[config.mk]
export PLATFORM = sky130hd
export DESIGN_NAME = adc_sample_ctrl
export DESIGN_NICKNAME = d
export VERILOG_FILES = /design/src/hw/adc_ctrl_pkg.sv /design/src/hw/adc_sample_ctrl.sv /design/src/hw/sync_2ff.sv /design/src/hw/pipe_stage.sv
export SDC_FILE = /design/constraint.sdc
export NUM_CORES = 1
export LEC_CHECK = 0
export BUFFER_PORTS_ARGS = -buffer_cell sky130_fd_sc_hd__clkbuf_2
export CAP_MARGIN = 20
export CORE_MARGIN = 2
export CORE_UTILIZATION = 45
export DETAILED_ROUTE_END_ITERATION = 8
export PLACE_DENSITY = 0.69
export SYNTH_ARGS = -nofsm -noshare
export SYNTH_HDL_FRONTEND = slang
export SYNTH_SLANG_ARGS = --single-unit
[constraint.sdc]
create_clock -name clk_i -period 3.5 [get_ports clk_i]
set_clock_uncertainty 0.1 [all_clocks]
set_input_delay 0.35 -clock clk_i [delete_from_list [all_inputs] [get_ports clk_i]]
set_output_delay 0.35 -clock clk_i [all_outputs]
set_load 0.005 [all_outputs]
[src/hw/adc_ctrl_pkg.sv]
// constants, field layouts and state codes shared by the converter control block
`default_nettype none
package adc_ctrl_pkg;
	// widths
	localparam int unsigned SAMPLE_W   = 12;
	localparam int unsigned RAW_W      = 14;
	localparam int unsigned ADDR_W     = 8;
	localparam int unsigned DATA_W     = 32;
	localparam int unsigned PER_W      = 8;
	localparam int unsigned REC_W      = 20;
	localparam int unsigned EV_W       = 5;
	localparam int unsigned PIPE_DEPTH = 4;
	localparam int unsigned PIN_W      = 20;

	// timing, each figure in its own unit, then as clk_i cycles
	localparam int unsigned CLK_PERIOD_NS     = 4;
	localparam int unsigned PD_RECOVER_MS     = 3;
	localparam int unsigned SLEEP_RECOVER_US  = 300;
	localparam int unsigned CLK_STALL_NS      = 256;
	localparam logic [REC_W-1:0] PD_RECOVER_CYCLES_DFLT =
		REC_W'((PD_RECOVER_MS * 1000000 + CLK_PERIOD_NS - 1) / CLK_PERIOD_NS);
	localparam logic [REC_W-1:0] SLEEP_RECOVER_CYCLES_DFLT =
		REC_W'((SLEEP_RECOVER_US * 1000 + CLK_PERIOD_NS - 1) / CLK_PERIOD_NS);
	localparam logic [PER_W-1:0] CLK_STALL_CYCLES = PER_W'(CLK_STALL_NS / CLK_PERIOD_NS);

	// digitised strap levels of the power state select pin
	localparam logic [1:0] PWR_ON    = 2'h0;  // analog ground
	localparam logic [1:0] PWR_SLEEP = 2'h1;  // half supply
	localparam logic [1:0] PWR_DOWN  = 2'h2;  // full supply (3 also reads as down)

	// clock-and-format strap: bit 1 selects differential, bit 0 two's complement
	localparam int unsigned CFS_DIFF_BIT = 1;
	localparam int unsigned CFS_TWOS_BIT = 0;

	// conversion range of the 12-bit word, held internally as two's complement
	localparam logic signed [RAW_W-1:0] RAW_MAX = 14'sh07ff;
	localparam logic signed [RAW_W-1:0] RAW_MIN = 14'sh3800;

	// register offsets
	localparam logic [ADDR_W-1:0] REG_STATUS   = 8'h00;
	localparam logic [ADDR_W-1:0] REG_IRQ_STAT = 8'h04;
	localparam logic [ADDR_W-1:0] REG_IRQ_MASK = 8'h08;
	localparam logic [ADDR_W-1:0] REG_LAST     = 8'h0c;
	localparam logic [EV_W-1:0]   IRQ_MASK_RST = 5'h00;

	// event bit positions in status and mask registers
	localparam int unsigned EV_OVR   = 0;
	localparam int unsigned EV_PWR   = 1;
	localparam int unsigned EV_CFS   = 2;
	localparam int unsigned EV_READY = 3;
	localparam int unsigned EV_STALL = 4;

	typedef enum logic [3:0] {
		ST_OFF     = 4'b0001,
		ST_SLEEP   = 4'b0010,
		ST_RECOVER = 4'b0100,
		ST_RUN     = 4'b1000
	} conv_state_t;
endpackage
`default_nettype wire

[src/hw/adc_sample_ctrl.sv]
// converter control: strap decode, sample timing, pipeline, output word and registers
//
// Decided for this implementation: the placing of the registers and the plain strobed port.
`default_nettype none
module adc_sample_ctrl #(
	parameter logic [adc_ctrl_pkg::REC_W-1:0] PD_RECOVER_CYCLES =
		adc_ctrl_pkg::PD_RECOVER_CYCLES_DFLT,
	parameter logic [adc_ctrl_pkg::REC_W-1:0] SLEEP_RECOVER_CYCLES =
		adc_ctrl_pkg::SLEEP_RECOVER_CYCLES_DFLT
) (
	input  wire logic                              clk_i,
	input  wire logic                              rst_b_i,
	input  wire logic                              sample_clk_p_i,
	input  wire logic                              sample_clk_n_i,
	input  wire logic [adc_ctrl_pkg::RAW_W-1:0]    analog_level_i,
	input  wire logic [1:0]                        power_state_select_pin_i,
	input  wire logic [1:0]                        clock_and_format_select_i,
	input  wire logic [adc_ctrl_pkg::ADDR_W-1:0]   reg_addr_i,
	input  wire logic [adc_ctrl_pkg::DATA_W-1:0]   reg_wdata_i,
	input  wire logic                              reg_wr_i,
	input  wire logic                              reg_rd_i,
	output var  logic [adc_ctrl_pkg::DATA_W-1:0]   reg_rdata_o,
	output var  logic [adc_ctrl_pkg::SAMPLE_W-1:0] sample_word_bits_o,
	output var  logic                              over_range_flag_o,
	output var  logic                              output_sample_strobe_o,
	output var  logic [1:0]                        spare_output_ground_o,
	output var  logic                              recovering_o,
	output var  logic                              irq_o
);
	import adc_ctrl_pkg::*;

	logic [PIN_W-1:0]          pins_s;
	logic                      clk_p_s;
	logic                      clk_n_s;
	logic [1:0]                pwr_s;
	logic [1:0]                cfs_s;
	logic signed [RAW_W-1:0]   raw_s;
	logic                      link_lvl_r;
	logic                      link_lvl_nxt;
	logic                      link_prev_r;
	logic                      rise;
	logic [PER_W-1:0]          per_cnt_r;
	logic [PER_W-1:0]          period_r;
	logic                      dcs_high_r;
	logic                      hold_pulse;
	logic                      stall_r;
	logic                      stall_hit;
	logic [SAMPLE_W-1:0]       held_r;
	logic                      held_ovr_r;
	logic                      held_valid_r;
	logic [SAMPLE_W-1:0]       clip_word;
	logic                      clip_ovr;
	conv_state_t               state_r;
	conv_state_t               state_nxt;
	logic [REC_W-1:0]          rec_cnt_r;
	logic [1:0]                pwr_prev_r;
	logic [1:0]                cfs_prev_r;
	logic                      pwr_chg;
	logic                      cfs_chg;
	logic                      run;
	logic                      flush;
	logic                      diff_mode;
	logic                      twos_fmt;
	logic [SAMPLE_W:0]         pd [0:PIPE_DEPTH];
	logic                      pv [0:PIPE_DEPTH];
	logic                      out_valid_r;
	logic [EV_W-1:0]           ev;
	logic [EV_W-1:0]           irq_stat_r;
	logic [EV_W-1:0]           irq_mask_r;
	logic [EV_W-1:0]           w1c;
	logic [DATA_W-1:0]         rd_sel;

	// every pin from outside the clk_i domain passes two flops first
	sync_2ff #(.W(PIN_W)) u_sync_pins (
		.clk_i   (clk_i),
		.rst_b_i (rst_b_i),
		.d_i     ({sample_clk_p_i, sample_clk_n_i, power_state_select_pin_i,
			clock_and_format_select_i, analog_level_i}),
		.q_o     (pins_s)
	);

	assign clk_p_s   = pins_s[PIN_W-1];
	assign clk_n_s   = pins_s[PIN_W-2];
	assign pwr_s     = pins_s[PIN_W-3:PIN_W-4];
	assign cfs_s     = pins_s[PIN_W-5:PIN_W-6];
	assign raw_s     = $signed(pins_s[RAW_W-1:0]);
	assign diff_mode = cfs_s[CFS_DIFF_BIT];
	assign twos_fmt  = cfs_s[CFS_TWOS_BIT];

	// differential mode follows only clean complementary states and holds
	// across an equal pair, so a glitch on one leg cannot make an edge
	assign link_lvl_nxt = !diff_mode ? clk_p_s :
		(clk_p_s && !clk_n_s) ? 1'b1 :
		(!clk_p_s && clk_n_s) ? 1'b0 : link_lvl_r;
	assign rise = link_lvl_r && !link_prev_r;

	always_ff @(posedge clk_i or negedge rst_b_i) begin
		if (!rst_b_i) begin
			link_lvl_r  <= 1'b0;
			link_prev_r <= 1'b0;
		end else begin
			link_lvl_r  <= link_lvl_nxt;
			link_prev_r <= link_lvl_r;
		end
	end

	// duty-cycle stabiliser: only rising edges count; the hold instant sits
	// half a measured period later, whatever the input duty cycle
	assign hold_pulse = dcs_high_r && !rise && (per_cnt_r == (period_r >> 1));
	assign stall_hit  = (per_cnt_r == CLK_STALL_CYCLES);

	always_ff @(posedge clk_i or negedge rst_b_i) begin
		if (!rst_b_i) begin
			per_cnt_r  <= '0;
			period_r   <= '0;
			dcs_high_r <= 1'b0;
			stall_r    <= 1'b0;
		end else if (rise) begin
			per_cnt_r  <= '0;
			period_r   <= per_cnt_r + 8'h01;
			dcs_high_r <= 1'b1;
			stall_r    <= 1'b0;
		end else begin
			if (!stall_hit)
				per_cnt_r <= per_cnt_r + 8'h01;
			if (hold_pulse || stall_hit)
				dcs_high_r <= 1'b0;
			if (stall_hit)
				stall_r <= 1'b1;
		end
	end

	// saturate the core value to the 12-bit range
	assign clip_ovr  = (raw_s > RAW_MAX) || (raw_s < RAW_MIN);
	assign clip_word = (raw_s > RAW_MAX) ? RAW_MAX[SAMPLE_W-1:0] :
		(raw_s < RAW_MIN) ? RAW_MIN[SAMPLE_W-1:0] : raw_s[SAMPLE_W-1:0];

	// track while the stabilised clock is high, freeze at its fall
	always_ff @(posedge clk_i or negedge rst_b_i) begin
		if (!rst_b_i) begin
			held_r       <= '0;
			held_ovr_r   <= 1'b0;
			held_valid_r <= 1'b0;
		end else if (hold_pulse) begin
			held_r       <= clip_word;
			held_ovr_r   <= clip_ovr;
			held_valid_r <= run && !stall_r;
		end else if (flush) begin
			held_valid_r <= 1'b0;
		end
	end

	// power state sequencing; no reset pin exists on the part, so reset is
	// treated as a cold wake and pays the full power-down recovery
	always_comb begin
		state_nxt = state_r;
		case (state_r)
			ST_OFF, ST_SLEEP: begin
				if (pwr_s == PWR_ON)
					state_nxt = ST_RECOVER;
			end
			ST_RECOVER: begin
				if (rec_cnt_r == '0)
					state_nxt = ST_RUN;
			end
			ST_RUN: state_nxt = ST_RUN;
			default: state_nxt = ST_OFF;
		endcase
		if (pwr_s == PWR_SLEEP)
			state_nxt = ST_SLEEP;
		else if (pwr_s != PWR_ON)
			state_nxt = ST_OFF;
	end

	always_ff @(posedge clk_i or negedge rst_b_i) begin
		if (!rst_b_i) begin
			state_r   <= ST_RECOVER;
			rec_cnt_r <= PD_RECOVER_CYCLES;
		end else begin
			state_r <= state_nxt;
			if (state_r == ST_OFF)
				rec_cnt_r <= PD_RECOVER_CYCLES;
			else if (state_r == ST_SLEEP)
				rec_cnt_r <= SLEEP_RECOVER_CYCLES;
			else if (rec_cnt_r != '0)
				rec_cnt_r <= rec_cnt_r - 20'h00001;
		end
	end

	// strap changes and stalls void everything in flight
	assign pwr_chg = (pwr_s != pwr_prev_r);
	assign cfs_chg = (cfs_s != cfs_prev_r);
	assign run     = (state_r == ST_RUN);
	assign flush   = !run || (pwr_s != PWR_ON) || cfs_chg || stall_r;

	always_ff @(posedge clk_i or negedge rst_b_i) begin
		if (!rst_b_i) begin
			pwr_prev_r <= PWR_ON;
			cfs_prev_r <= 2'h0;
		end else begin
			pwr_prev_r <= pwr_s;
			cfs_prev_r <= cfs_s;
		end
	end

	// conversion pipeline, one stage per sampling edge
	assign pd[0] = {held_ovr_r, held_r};
	assign pv[0] = held_valid_r;

	genvar gi;
	generate
		for (gi = 0; gi < PIPE_DEPTH; gi++) begin : g_pipe
			pipe_stage #(.W(SAMPLE_W + 1)) u_stage (
				.clk_i   (clk_i),
				.rst_b_i (rst_b_i),
				.adv_i   (rise),
				.flush_i (flush),
				.d_i     (pd[gi]),
				.valid_i (pv[gi]),
				.q_o     (pd[gi+1]),
				.valid_o (pv[gi+1])
			);
		end
	endgenerate

	// word and flag leave together; offset binary is the internal code with
	// its msb inverted. data change at a sampling edge and the strobe rises
	// one cycle later, so both strobe edges see settled data
	always_ff @(posedge clk_i or negedge rst_b_i) begin
		if (!rst_b_i) begin
			sample_word_bits_o     <= '0;
			over_range_flag_o      <= 1'b0;
			out_valid_r            <= 1'b0;
			output_sample_strobe_o <= 1'b0;
		end else begin
			if (flush) begin
				sample_word_bits_o <= '0;
				over_range_flag_o  <= 1'b0;
				out_valid_r        <= 1'b0;
			end else if (rise) begin
				sample_word_bits_o <= {pd[PIPE_DEPTH][SAMPLE_W-1] ^ !twos_fmt,
					pd[PIPE_DEPTH][SAMPLE_W-2:0]};
				over_range_flag_o  <= pd[PIPE_DEPTH][SAMPLE_W];
				out_valid_r        <= pv[PIPE_DEPTH];
			end
			output_sample_strobe_o <= out_valid_r && dcs_high_r && !flush;
		end
	end

	// spare grounds stay low; recovering shows the inaccurate window
	assign spare_output_ground_o = 2'h0;
	assign recovering_o          = (state_r == ST_RECOVER);

	// sticky events: a new event wins over a write-one clear in the same cycle
	assign ev[EV_OVR]   = rise && !flush && pv[PIPE_DEPTH] && pd[PIPE_DEPTH][SAMPLE_W];
	assign ev[EV_PWR]   = pwr_chg;
	assign ev[EV_CFS]   = cfs_chg;
	assign ev[EV_READY] = (state_r == ST_RECOVER) && (state_nxt == ST_RUN);
	assign ev[EV_STALL] = stall_hit && !stall_r && !rise;
	assign w1c          = (reg_wr_i && reg_addr_i == REG_IRQ_STAT) ?
		reg_wdata_i[EV_W-1:0] : '0;
	assign irq_o        = |(irq_stat_r & irq_mask_r);

	always_ff @(posedge clk_i or negedge rst_b_i) begin
		if (!rst_b_i) begin
			irq_stat_r <= '0;
			irq_mask_r <= IRQ_MASK_RST;
		end else begin
			irq_stat_r <= (irq_stat_r & ~w1c) | ev;
			if (reg_wr_i && reg_addr_i == REG_IRQ_MASK)
				irq_mask_r <= reg_wdata_i[EV_W-1:0];
		end
	end

	// read mux; unmapped offsets read zero, data only in the cycle after
	assign rd_sel =
		(reg_addr_i == REG_STATUS)   ? {22'h000000, state_r, recovering_o, stall_r,
			twos_fmt, diff_mode, pwr_s} :
		(reg_addr_i == REG_IRQ_STAT) ? {27'h0000000, irq_stat_r} :
		(reg_addr_i == REG_IRQ_MASK) ? {27'h0000000, irq_mask_r} :
		(reg_addr_i == REG_LAST)     ? {18'h00000, out_valid_r, over_range_flag_o,
			sample_word_bits_o} : 32'h00000000;

	always_ff @(posedge clk_i or negedge rst_b_i) begin
		if (!rst_b_i)
			reg_rdata_o <= '0;
		else
			reg_rdata_o <= reg_rd_i ? rd_sel : 32'h00000000;
	end
endmodule
`default_nettype wire

[src/hw/sync_2ff.sv]
// two flip-flop synchroniser for a group of pins
`default_nettype none
module sync_2ff #(
	parameter int unsigned W = 1
) (
	input  wire logic         clk_i,
	input  wire logic         rst_b_i,
	input  wire logic [W-1:0] d_i,
	output var  logic [W-1:0] q_o
);
	logic [W-1:0] meta_r;

	// the first stage is read by the second only
	always_ff @(posedge clk_i or negedge rst_b_i) begin
		if (!rst_b_i) begin
			meta_r <= '0;
			q_o    <= '0;
		end else begin
			meta_r <= d_i;
			q_o    <= meta_r;
		end
	end
endmodule
`default_nettype wire

[src/hw/pipe_stage.sv]
// one conversion pipeline stage: word plus valid, advanced per sampling edge
`default_nettype none
module pipe_stage #(
	parameter int unsigned W = 13
) (
	input  wire logic         clk_i,
	input  wire logic         rst_b_i,
	input  wire logic         adv_i,
	input  wire logic         flush_i,
	input  wire logic [W-1:0] d_i,
	input  wire logic         valid_i,
	output var  logic [W-1:0] q_o,
	output var  logic         valid_o
);
	// a flush beats an advance so stale samples never reappear
	always_ff @(posedge clk_i or negedge rst_b_i) begin
		if (!rst_b_i) begin
			q_o     <= '0;
			valid_o <= 1'b0;
		end else if (flush_i) begin
			valid_o <= 1'b0;
		end else if (adv_i) begin
			q_o     <= d_i;
			valid_o <= valid_i;
		end
	end
endmodule
`default_nettype wire

==> metrics.md, run 1 <==
| Metric | Value |
|---|---|
| # nets final | between 800 and 900 |
| HP Class | primary input to register |
| Total GRT Usage | 0.1717 |
| Number of synthesized register bits | 196 |
| Period utilization | 0.7543 |
| Crit path launch type | register |
| Hold Vio Cnt, Final | 0 |
| Setup violators final | 0 |
| YS warnings | 0 |
| Fmax | 0.3788 GHz |
| DR pass1 iterations | 5 |
| Hold WS | 0.09256 ns |
| Initial core utilization | 0.4607 |
| EDFF count, synth | 0 |
| Clock latency on the worst-skew pair | 0.44 ns |
| Kind of critical path | register to register |
| Leak | 4.406 nW |
| Max-cap viol count | 0 |
| Buffers on Ports | between 60 and 70 |
| Reg-to-reg critical path endpoint | g_pipe[3].u_stage.q_o[9]$_DFFE_PN0P_ |
| H-Tree Depth | 4 |
| Final worst path period need | 2.640 ns |
| Relative slew margins | 0.4269 |
| Initial drt markers | between 400 and 500 |
| FF+latch area | 4918 um2 |
| Num CTS Buffers | 17 |
| Pin count of the biggest net entering global routing | 105 |
| Die Area | approximately 19000 um2 |
| Post-synth cell types | 58 |
| Layout area overhead | 16.18% |
| Worst slew pin tran | ~0.86 ns |
| DR WL/cell | ~15 um |
| Post-synthesis cell area | 7996 um2 |
| Critical Path Fanout Max | 16 |
| Routability Congestion | 0.8188 |
| Worst-path clk slew | ~0.07 ns |
| Area taken by multi-input logic gates | ~2800 um2 |
| Post-route cell area | 9290 um2 |
| TNS Setup | 0 ns |
| Final core utilization | 0.5353 |
| Avg Vias per Cell | 5.220 |
| Placed cell area | 8468 um2 |
| HPWL after DPL | between 10000 and 15000 um |
| Fin. max-slew vios | 0 |
| Root buf cell | clkbuf_16 |
| Placed cell count | 938 |
| Overflow after GRT | 0 |
| Non-Filler Instances | 991 |
| Commonest non-fill, non-tap cell in the layout | dfrtp_1 |
| Synth Area per Inst | 12.01 um2 |
| # Post-CTS Setup Buffers | 0 |
| I/O pin total | around 110 |
| Worst Hold End | irq_mask_r[3]$_DFFE_PN0P_ |
| Cts repair resizes | 0 |
| CTS max path bufs | 2 |
| GR Util met3 | 0.03900 |
| Drt total wl | about 15000 um |
| Met2 usage | 0.2689 |
| ANT cells | 0 |
| Worst r2r src | u_sync_pins.q_o[16]$_DFF_PN0_ |
| Antenna viol nets, final | 0 |
| Most frequent cells in the layout | 185 x dfrtp_1, 65 x clkbuf_2, 60 x nor2_1, 58 x nand2_1, 53 x mux2_2 |
| Status | finished, final reports clean |
| Ys flop type | dfrtp_1 |
| Dpl ws | 0.8824 ns |
| Die W | 137.3 um |
| R2R depth | 6 |
| PwrDens | 550.5 nW/um2 |
| Reg2reg setup slack | 0.86 ns |
| Post-route DRC | 0 |
| Worst path required time | 3.72 ns |
| Vias in the first global route | between 5000 and 6000 |
| Worst path arrival time | 2.86 ns |
| First-pass GRT wire length | roughly 25000 um |
| Initial antenna violation count | 0 |
| Sequential fraction of the synthesis area | 0.6151 |
| Pwr Total | 5.114 mW |
| CTS tree | done |
| Share of cells above drive strength 1 | 0.2363 |
| Min-Delay Startpoint | reg_wdata_i[3] |
| Vias | 5173 |
| Cells after Synth | 666 |
| Post-synthesis async set-or-reset flop share | 1.000 |
| Unrepaired setup endpoints after global routing | false |
| Post-route setup slack | between 0.8 and 0.9 ns |
| WHS Path Cells | 3 |
| Met1 GRT Util | 0.2305 |
| Crit end category | register |
| GR peak layer | met2 |
| Filler Cells Inserted | 1486 |
| Row count | 48 |
| Core area | 17360 um2 |
| Die Y | 137.3 um |
| Worst vdd ir | about 0.36 mV |
| TritonCTS Sinks | 196 |
## where the power goes
group	switching [mW]	leakage (nW)	internal (mW)	total [mW]
Clock	0.954	0.296	0.970	1.92
Sequential	0.156	2.53	2.45	2.60
Combinational	0.337	1.58	0.250	0.587
Total	1.45	4.41	3.67	5.11
## registers in the layout, summed over array words and instances (netlist names), 4 cells and up
name and flops:
state_r 4, held_r 12, sample_word_bits_o 12, reg_rdata_o 14, period_r 7, u_sync_pins.meta_r 20
rec_cnt_r 20, g_pipe.u_stage.valid_o 4, irq_stat_r 5, irq_mask_r 5, g_pipe.u_stage.q_o 52, u_sync_pins.q_o 20
per_cnt_r 8
## repair_timing
| item | CTS | global route |
|---|---|---|
| endpoints found under the hold margin | 120 | 0 |
| endpoints found under the setup margin | 0 | 0 |
| hold buffers | 21 | 0 |
## worst max-delay path by stage
stage / from / endpoint / slack, ns / cells after the start
global placement: u_sync_pins.q_o[16]$_DFF_PN0_ / g_pipe[3].u_stage.q_o[9]$_DFFE_PN0P_ / 0.92 / 6
floorplan: rec_cnt_r[0]$_DFFE_PN0P_ / rec_cnt_r[3]$_DFFE_PN0P_ / 1.29 / 7
detailed placement: u_sync_pins.q_o[16]$_DFF_PN0_ / g_pipe[3].u_stage.q_o[9]$_DFFE_PN0P_ / 0.88 / 6
CTS: u_sync_pins.q_o[16]$_DFF_PN0_ / g_pipe[3].u_stage.q_o[9]$_DFFE_PN0P_ / 0.87 / 6
global route: u_sync_pins.q_o[16]$_DFF_PN0_ / g_pipe[3].u_stage.q_o[3]$_DFFE_PN0P_ / 0.68 / 6
finish: u_sync_pins.q_o[16]$_DFF_PN0_ / g_pipe[3].u_stage.q_o[9]$_DFFE_PN0P_ / 0.86 / 6
## cell type report
type / count / area share
Sequential cell: 196 / 0.5294
Inverter: 24 / 0.009697
Clock buffer: 17 / 0.04579
Timing Repair Buffer: 93 / 0.06532
Multi-Input combinational cell: 421 / 0.2994
Clock inverter: 15 / 0.02007
Tap cell: 225 / 0.03030
## layer usage
metal  vias up  part of all wire
li1       2445                 -
met1      2553              0.45
met2       147              0.49
met3        28             0.043
met4         0             0.019
met5         -                 0
## critical path, stage by stage, from the launching register on
cell	delay, ns
dfrtp_1	0.47
nor2_1	0.31
nand3_1	0.14
or4_4	0.46
nor2_4	0.37
buf_4	0.30
mux2_2	0.36
## cell families (layout without fill, tap and decap cells)
kind of cell,count (synthesis),after routing,synth area share
and+or+nand+nor,198,198,0.1261
DFF,196,196,0.6151
AOI/OAI and AO/OA,106,106,0.08637
buffers and inverters,68,149,0.04600
muxes,61,61,0.08465
xor gates and xnor gates,32,32,0.03505
adders and majority gates,4,4,0.006259
other,1,20,0.0004690
## synthesized netlist by cell type, types with 2 or more instances
cell / instances / share of area
a2111oi_0: 3 / 0.0033
a211oi_1: 4 / 0.0038
a21oi_1: 11 / 0.0069
a22o_1: 18 / 0.020
a22oi_1: 6 / 0.0056
and2_1: 3 / 0.0023
and3_1: 7 / 0.0055
buf_1: 2 / 0.00094
buf_2: 3 / 0.0019
buf_4: 23 / 0.022
buf_6: 3 / 0.0042
clkbuf_1: 13 / 0.0061
dfrtp_1: 185 / 0.58
dfstp_2: 11 / 0.036
ha_1: 4 / 0.0063
inv_1: 24 / 0.011
mux2_2: 53 / 0.075
mux2i_1: 8 / 0.010
nand2_1: 58 / 0.027
nand2b_1: 5 / 0.0039
nand3_1: 14 / 0.0088
nand4b_1: 4 / 0.0044
nor2_1: 60 / 0.028
nor2b_1: 3 / 0.0023
nor3_1: 14 / 0.0088
nor4_1: 5 / 0.0039
nor4_4: 2 / 0.0053
nor4b_1: 2 / 0.0022
nor4bb_1: 2 / 0.0025
o211ai_1: 11 / 0.010
o21ai_0: 43 / 0.027
or3_1: 3 / 0.0023
or4_1: 3 / 0.0028
or4_4: 2 / 0.0028
xnor2_1: 24 / 0.026
xor2_1: 8 / 0.0088
Note: power is estimated with default switching activity, not from simulation.
==> inputs of run 2 (changes only) <==
--- a/config.mk
+++ b/config.mk
@@ -10,7 +10,7 @@
 export CORE_MARGIN = 2
 export CORE_UTILIZATION = 45
 export DETAILED_ROUTE_END_ITERATION = 8
-export PLACE_DENSITY = 0.69
+export PLACE_DENSITY = 0.72
 export SYNTH_ARGS = -nofsm -noshare
 export SYNTH_HDL_FRONTEND = slang
 export SYNTH_SLANG_ARGS = --single-unit
==> constraint.sdc (replaced) <==
create_clock -name clk_i -period 2.1 [get_ports clk_i]
set_clock_uncertainty 0.1 [all_clocks]
set_input_delay 0.21 -clock clk_i [delete_from_list [all_inputs] [get_ports clk_i]]
set_output_delay 0.21 -clock clk_i [all_outputs]
set_load 0.005 [all_outputs]
==> run 2 against run 1 <==
The flow now finishes with violations (negative setup slack). Via count is 5.0% higher. Register-to-register slack lost 0.90 ns. Hold slack better by 0.024 ns. Routed wire length increased by 9.3%. Clock-buffer cell count grew 3. Combinational power increased by 110%. Worst setup slack got worse by 0.90 ns. Clock power increased by 85%. Power grew 78%. Critical path type unchanged. Largest cell class unchanged. Largest power group unchanged.
==> metrics.md, run 2 (synthesis results as in run 1) <==
| Metric | Value |
|---|---|
| Status | complete, but fails checks |
| Failing checks | negative setup slack |
| Worst-path clk slew | 0.07 ns |
| # nets final | 885 |
| Initial antenna violation count | 0 |
| Core area | 17360 um2 |
| Worst path required time | 2.31 ns |
| Worst slew pin tran | 0.6829 ns |
| CP max stage cell | or4_4 |
| PwrDens | 890.1 nW/um2 |
| Final worst path period need | 2.144 ns |
| Filler Cells Inserted | roughly 1400 |
| Post-route DRC | 0 |
| Antenna viol nets, final | 0 |
| H-Tree Depth | 4 |
| Most frequent cells in the layout | 185 x dfrtp_1, 65 x clkbuf_2, 59 x nor2_1, 56 x nand2_1, 49 x buf_4 |
| Share of cells above drive strength 1 | 0.3096 |
| Pwr Total | a little over 9 mW |
| Top reg by flops | g_pipe.u_stage.q_o |
| HP Class | primary input to register |
| I/O pin total | 114 |
| Die Y | about 140 um |
| Cell family with most CP delay | simple AND/OR/NAND/NOR gates |
| Placed cell area | 8841 um2 |
| Total GRT Usage | 0.1769 |
| Relative slew margins | 0.5448 |
| Commonest non-fill, non-tap cell in the layout | dfrtp_1 |
| Max-cap viol count | 0 |
| DR WL/cell | 15.48 um |
| Worst vdd ir | just over 0.6 mV |
| Vias | 5434 |
| Setup violators final | 34 |
| Max reg flops | between 50 and 60 |
| Critical Path Fanout Max | 8 |
| Worst path buffer plus inverter count | 2 |
| Avg Vias per Cell | 5.151 |
| Post-route cell area | ~10000 um2 |
| Post-route setup slack | -0.04434 ns |
| Leak | 4.833 nW |
| Die Area | 18850 um2 |
| Die W | between 100 and 150 um |
| ANT cells | 0 |
| Worst path arrival time | 2.35 ns |
| Crit path launch type | register |
| Pin count of the biggest net entering global routing | 58 |
| Unrepaired setup endpoints after global routing | true |
| First-pass GRT wire length | 25900 um |
| Sequential power share | 0.474 |
| Row count | 48 |
| Cell internal pwr | 6.770 mW |
| Drt total wl | 16330 um |
| Vias in the first global route | 5214 |
| Fmax | 0.4663 GHz |
| Routability Congestion | 0.8712 |
| Share of total power in combinational logic | 0.136 |
| Num CTS Buffers | 17 |
| Clock latency on the worst-skew pair | 0.43 ns |
| Initial drt markers | just over 500 |
| Initial core utilization | 0.4607 |
| Period utilization | 1.021 |
| CTS max path bufs | 2 |
| Hold Vio Cnt, Final | 0 |
| Cell Chain, Critical Path | or2_4, or4_4, nor2_4, buf_6, clkbuf_16, mux2_4 |
| HPWL after DPL | 10520 um |
| Max incr delay on CP | about 0.5 ns |
| CTS tree | done |
| DR pass1 iterations | 5 |
| Root buf cell | clkbuf_16 |
| Layout area overhead | 27.91% |
| Clock Power Share | 0.390 |
| Kind of critical path | register to register |
| TritonCTS Sinks | between 150 and 200 |
| Fin. max-slew vios | 0 |
| Buffers on Ports | 66 |
| Psw | around 2.3 mW |
| Overflow after GRT | 0 |
| Crit end category | register |
| Dpl ws | -0.1764 ns |
| Sw frac | 0.2563 |
run 2: worst paths after layout:
kind                                                        from                                     to  slack (ns)  depth (start not counted)
worst max-delay path                        state_r[0]$_DFF_PN0_  g_pipe[2].u_stage.q_o[12]$_DFFE_PN0P_       -0.04                          6
worst min-delay path                                    reg_rd_i              reg_rdata_o[13]$_DFF_PN0_        0.12                          3
worst max register to register              state_r[0]$_DFF_PN0_  g_pipe[2].u_stage.q_o[12]$_DFFE_PN0P_       -0.04                          6
worst min register to register  u_sync_pins.meta_r[10]$_DFF_PN0_          u_sync_pins.q_o[10]$_DFF_PN0_        0.24                          0
max in group asynchronous                                rst_b_i           u_sync_pins.q_o[1]$_DFF_PN0_        0.96                          3
min in group asynchronous                                rst_b_i      sample_word_bits_o[7]$_DFFE_PN0P_        0.22                          2
run 2: layout make-up:
cell class | instances | area (um2) | share of cell area
sequential | 196 | 4918 | 0.4809
tap | 225 | 281.5 | 0.02752
multi-input combinational | 421 | 3004 | 0.2937
inverter | 24 | 90.09 | 0.008807
clock inverter | 12 | 188.9 | 0.01847
clock buffer | 20 | 466.7 | 0.04563
timing repair buffer | 157 | 1279 | 0.1250
run 2: power by group through the flow:
stage	clock [mW]	sequential, mW	combinational, mW
floorplan	0	4.32	0.733
global placement	0	4.36	1.06
detailed placement	0	4.37	1.08
CTS	3.60	4.31	1.15
global route	3.77	4.36	1.41
finish	3.55	4.32	1.24
run 2: per-stage QoR:
| step | setup TNS (ns) | cells | hold WS (ns) | util |
|---|---|---|---|---|
| after global placement | -1.571 | 978 | 0.1101 | 0.5094 |
| after floorplan | -1.067 | 685 | -0.1856 | - |
| after CTS | -0.4146 | 1042 | 0.09374 | 0.5691 |
| final | -0.7164 | 1055 | 0.1164 | 0.5893 |
| after detailed placement | -2.800 | 978 | 0.1126 | 0.5094 |
| after global routing | -3.893 | 1055 | 0.1117 | 0.5893 |
run 2: timing repair:
action / 4_1_cts / 5_1_grt
gates resized for setup: 13 / 53
hold endpoints to repair: 78 / 0
cloned: 1 / 4
setup buffers: 5 / 10
hold buffers: 26 / 0
pin swaps: 3 / 9
setup endpoints to repair: 63 / 74
run 2: worst min-delay path, delay by kind of cell:
| family | cells | cell delay (ns) |
|---|---|---|
| and+or+nand+nor | 2 | 0.30 |
| buffers and inverters | 1 | 0.09 |
run 2: per-layer routing:
metal  global-route usage  wire (um)  vias to the layer above
li1                     -          -                     2565
met5                    0          0                        -
met3              0.03606        585                       23
met4              0.06357        318                        0
met2               0.2819       8015                      148
met1               0.2416       7408                     2698
==> inputs of run 3 (changes only) <==
--- a/config.mk
+++ b/config.mk
@@ -10,7 +10,7 @@
 export CORE_MARGIN = 2
 export CORE_UTILIZATION = 45
 export DETAILED_ROUTE_END_ITERATION = 8
-export PLACE_DENSITY = 0.72
+export PLACE_DENSITY = 0.68
 export SYNTH_ARGS = -nofsm -noshare
 export SYNTH_HDL_FRONTEND = slang
 export SYNTH_SLANG_ARGS = --single-unit
==> run 3 against run 2 <==
The flow still finishes with violations (negative setup slack). Clock-buffer cell count down 3. Worst setup slack worse by 0.093 ns. Critical path depth up 2. Fmax down 4.2%. Flip-flop and latch count unchanged. Sequential power about the same. Critical path type unchanged. Critical endpoint is now g_pipe[0].u_stage.q_o[2]$_DFFE_PN0P_.
==> metrics.md, run 3 (synthesis results as in run 1) <==
| Metric | Value |
|---|---|
| Reg-to-reg critical path endpoint | g_pipe[0].u_stage.q_o[2]$_DFFE_PN0P_ |
| Critical Path Fanout Max | 5 |
| HP Class | primary input to register |
| First-pass GRT wire length | 27240 um |
| Worst vdd ir | 0.6962 mV |
| Max-cap viol count | 0 |
| Die W | ~140 um |
| Num CTS Buffers | 17 |
| Total GRT Usage | 0.1878 |
| Vias in the first global route | 5472 |
| Top reg by flops | g_pipe.u_stage.q_o |
| Post-route DRC | 0 |
| DR WL/cell | 16.49 um |
| Core area | 17360 um2 |
| CTS max path bufs | 2 |
| Initial core utilization | 0.4607 |
| Status | complete, but fails checks |
| Max reg flops | 52 |
| Vias | 5551 |
| Crit end category | register |
| Fmax | 0.4469 GHz |
| TritonCTS Sinks | 196 |
| Commonest non-fill, non-tap cell in the layout | dfrtp_1 |
| Reg2reg setup slack | -0.14 ns |
| PwrDens | 873.4 nW/um2 |
| Worst path arrival time | 2.47 ns |
| R2R depth | 8 |
| Final worst path period need | 2.238 ns |
| HPWL after DPL | 10900 um |
| DR pass1 iterations | 5 |
| Filler Cells Inserted | 1357 |
| Clock latency on the worst-skew pair | 0.45 ns |
| Failing checks | negative setup slack |
| Worst Hold End | reg_rdata_o[10]$_DFF_PN0_ |
| # nets final | 887 |
| WHS Path Cells | 3 |
| Post-route setup slack | -0.1375 ns |
| I/O pin total | 114 |
| Leak | approximately 4.9 nW |
| Period utilization | 1.065 |
| Most frequent cells in the layout | 185 x dfrtp_1, 65 x clkbuf_2, 57 x nor2_1, 55 x nand2_1, 51 x buf_4 |
| Initial antenna violation count | 0 |
| Avg Vias per Cell | 5.252 |
| Fin. max-slew vios | 0 |
| Area taken by multi-input logic gates | between 3000 and 4000 um2 |
| Share of cells above drive strength 1 | 0.3305 |
| Buffers on Ports | 66 |
| Worst path required time | 2.33 ns |
| Crit path launch type | register |
| Worst slew pin tran | 0.7144 ns |
| Placed cell area | between 8000 and 9000 um2 |
| H-Tree Depth | 4 |
| Dpl ws | -0.1567 ns |
| Pin count of the biggest net entering global routing | slightly below 70 |
| Relative slew margins | 0.5237 |
| Initial drt markers | 353 |
| ANT cells | 0 |
| Unrepaired setup endpoints after global routing | true |
| Row count | 48 |
| Routability Congestion | 0.8553 |
| Die Y | between 100 and 150 um |
| Post-route cell area | just over 10000 um2 |
| Setup violators final | 62 |
| Worst r2r src | cfs_prev_r[1]$_DFF_PN0_ |
| Hold Vio Cnt, Final | 0 |
| Worst-path clk slew | roughly 0.080 ns |
| Kind of critical path | register to register |
| CTS tree | done |
| Root buf cell | clkbuf_16 |
| Drt total wl | 17430 um |
| Antenna viol nets, final | 0 |
| Layout area overhead | 29.34% |
| FF+latch area | about 5000 um2 |
| Die Area | around 19000 um2 |
| Overflow after GRT | 0 |
| Min-Delay Startpoint | reg_rd_i |
[run 3: cell count changes in the layout (fill, tap and decap cells not counted), moves of 3 or more]
cell / delta
nor4_1: -3
clkbuf_8: -3
inv_8: +4
nor4_2: +3
mux2_2: -9
mux2_4: +9
clkinv_8: +4
[run 3: worst max-delay path: stages (launching register included)]
cell	delay, ns
dfrtp_1	0.40
xnor2_2	0.22
nand3_1	0.12
or4_4	0.46
nor2_4	0.14
buf_12	0.14
buf_8	0.11
buf_16	0.12
mux2_2	0.32
[run 3: routing by layer]
layer | up-vias | global-route usage | wire length (um)
li1 | 2583 | - | -
met1 | 2778 | 0.2454 | 7619
met2 | 164 | 0.3071 | 8709
met3 | 26 | 0.04121 | 769
met4 | 0 | 0.07274 | 328
met5 | - | 0 | 0
[run 3: area by class of cell]
type / instances / area share
Clock buffer: 17 / 0.04113
Clock inverter: 15 / 0.02032
Inverter: 24 / 0.008710
Multi-Input combinational cell: 421 / 0.3037
Sequential cell: 196 / 0.4756
Tap cell: 225 / 0.02722
Timing Repair Buffer: 159 / 0.1234
[run 3: worst max path at each step]
stage                                              from                                   end  slack [ns]  cells after the start
after floorplan                rec_cnt_r[0]$_DFFE_PN0P_              rec_cnt_r[3]$_DFFE_PN0P_        -0.1                      7
after global placement    u_sync_pins.q_o[15]$_DFF_PN0_  g_pipe[1].u_stage.q_o[6]$_DFFE_PN0P_       -0.08                      6
after detailed placement  u_sync_pins.q_o[15]$_DFF_PN0_  g_pipe[1].u_stage.q_o[7]$_DFFE_PN0P_       -0.16                      6
after CTS                 u_sync_pins.q_o[15]$_DFF_PN0_  g_pipe[0].u_stage.q_o[1]$_DFFE_PN0P_        -0.1                      7
after global routing            cfs_prev_r[1]$_DFF_PN0_  g_pipe[0].u_stage.q_o[2]$_DFFE_PN0P_       -0.21                      8
final                           cfs_prev_r[1]$_DFF_PN0_  g_pipe[0].u_stage.q_o[2]$_DFFE_PN0P_       -0.14                      8
[run 3: stage by stage]
step | total power [mW] | std cells | TNS (ns) | hold WS, ns | utilization
after floorplan | 5.055 | 685 | -1.067 | -0.1856 | -
after global placement | 5.409 | 977 | -3.295 | 0.1416 | 0.5075
after detailed placement | 5.476 | 977 | -6.691 | 0.1470 | 0.5075
after CTS | 9.000 | 1046 | -2.848 | 0.08159 | 0.5727
after global routing | 9.471 | 1057 | -9.130 | 0.1155 | 0.5959
final | 9.033 | 1057 | -3.758 | 0.1114 | 0.5959
[run 3: power breakdown]
part	internal [mW]	switching [mW]	total [mW]
Clock	1.84	1.57	3.41
Combinational	0.610	0.692	1.30
Sequential	4.08	0.245	4.32
[run 3: what timing repair did]
item                                   4_1_cts  5_1_grt
endpoints found under the hold margin       88        0
gates resized for setup                     30       65
setup endpoints to repair                   66      103
pin swaps                                   11       20
hold buffers                                26        0
buffers inserted                             9        9
gates cloned                                 2        3
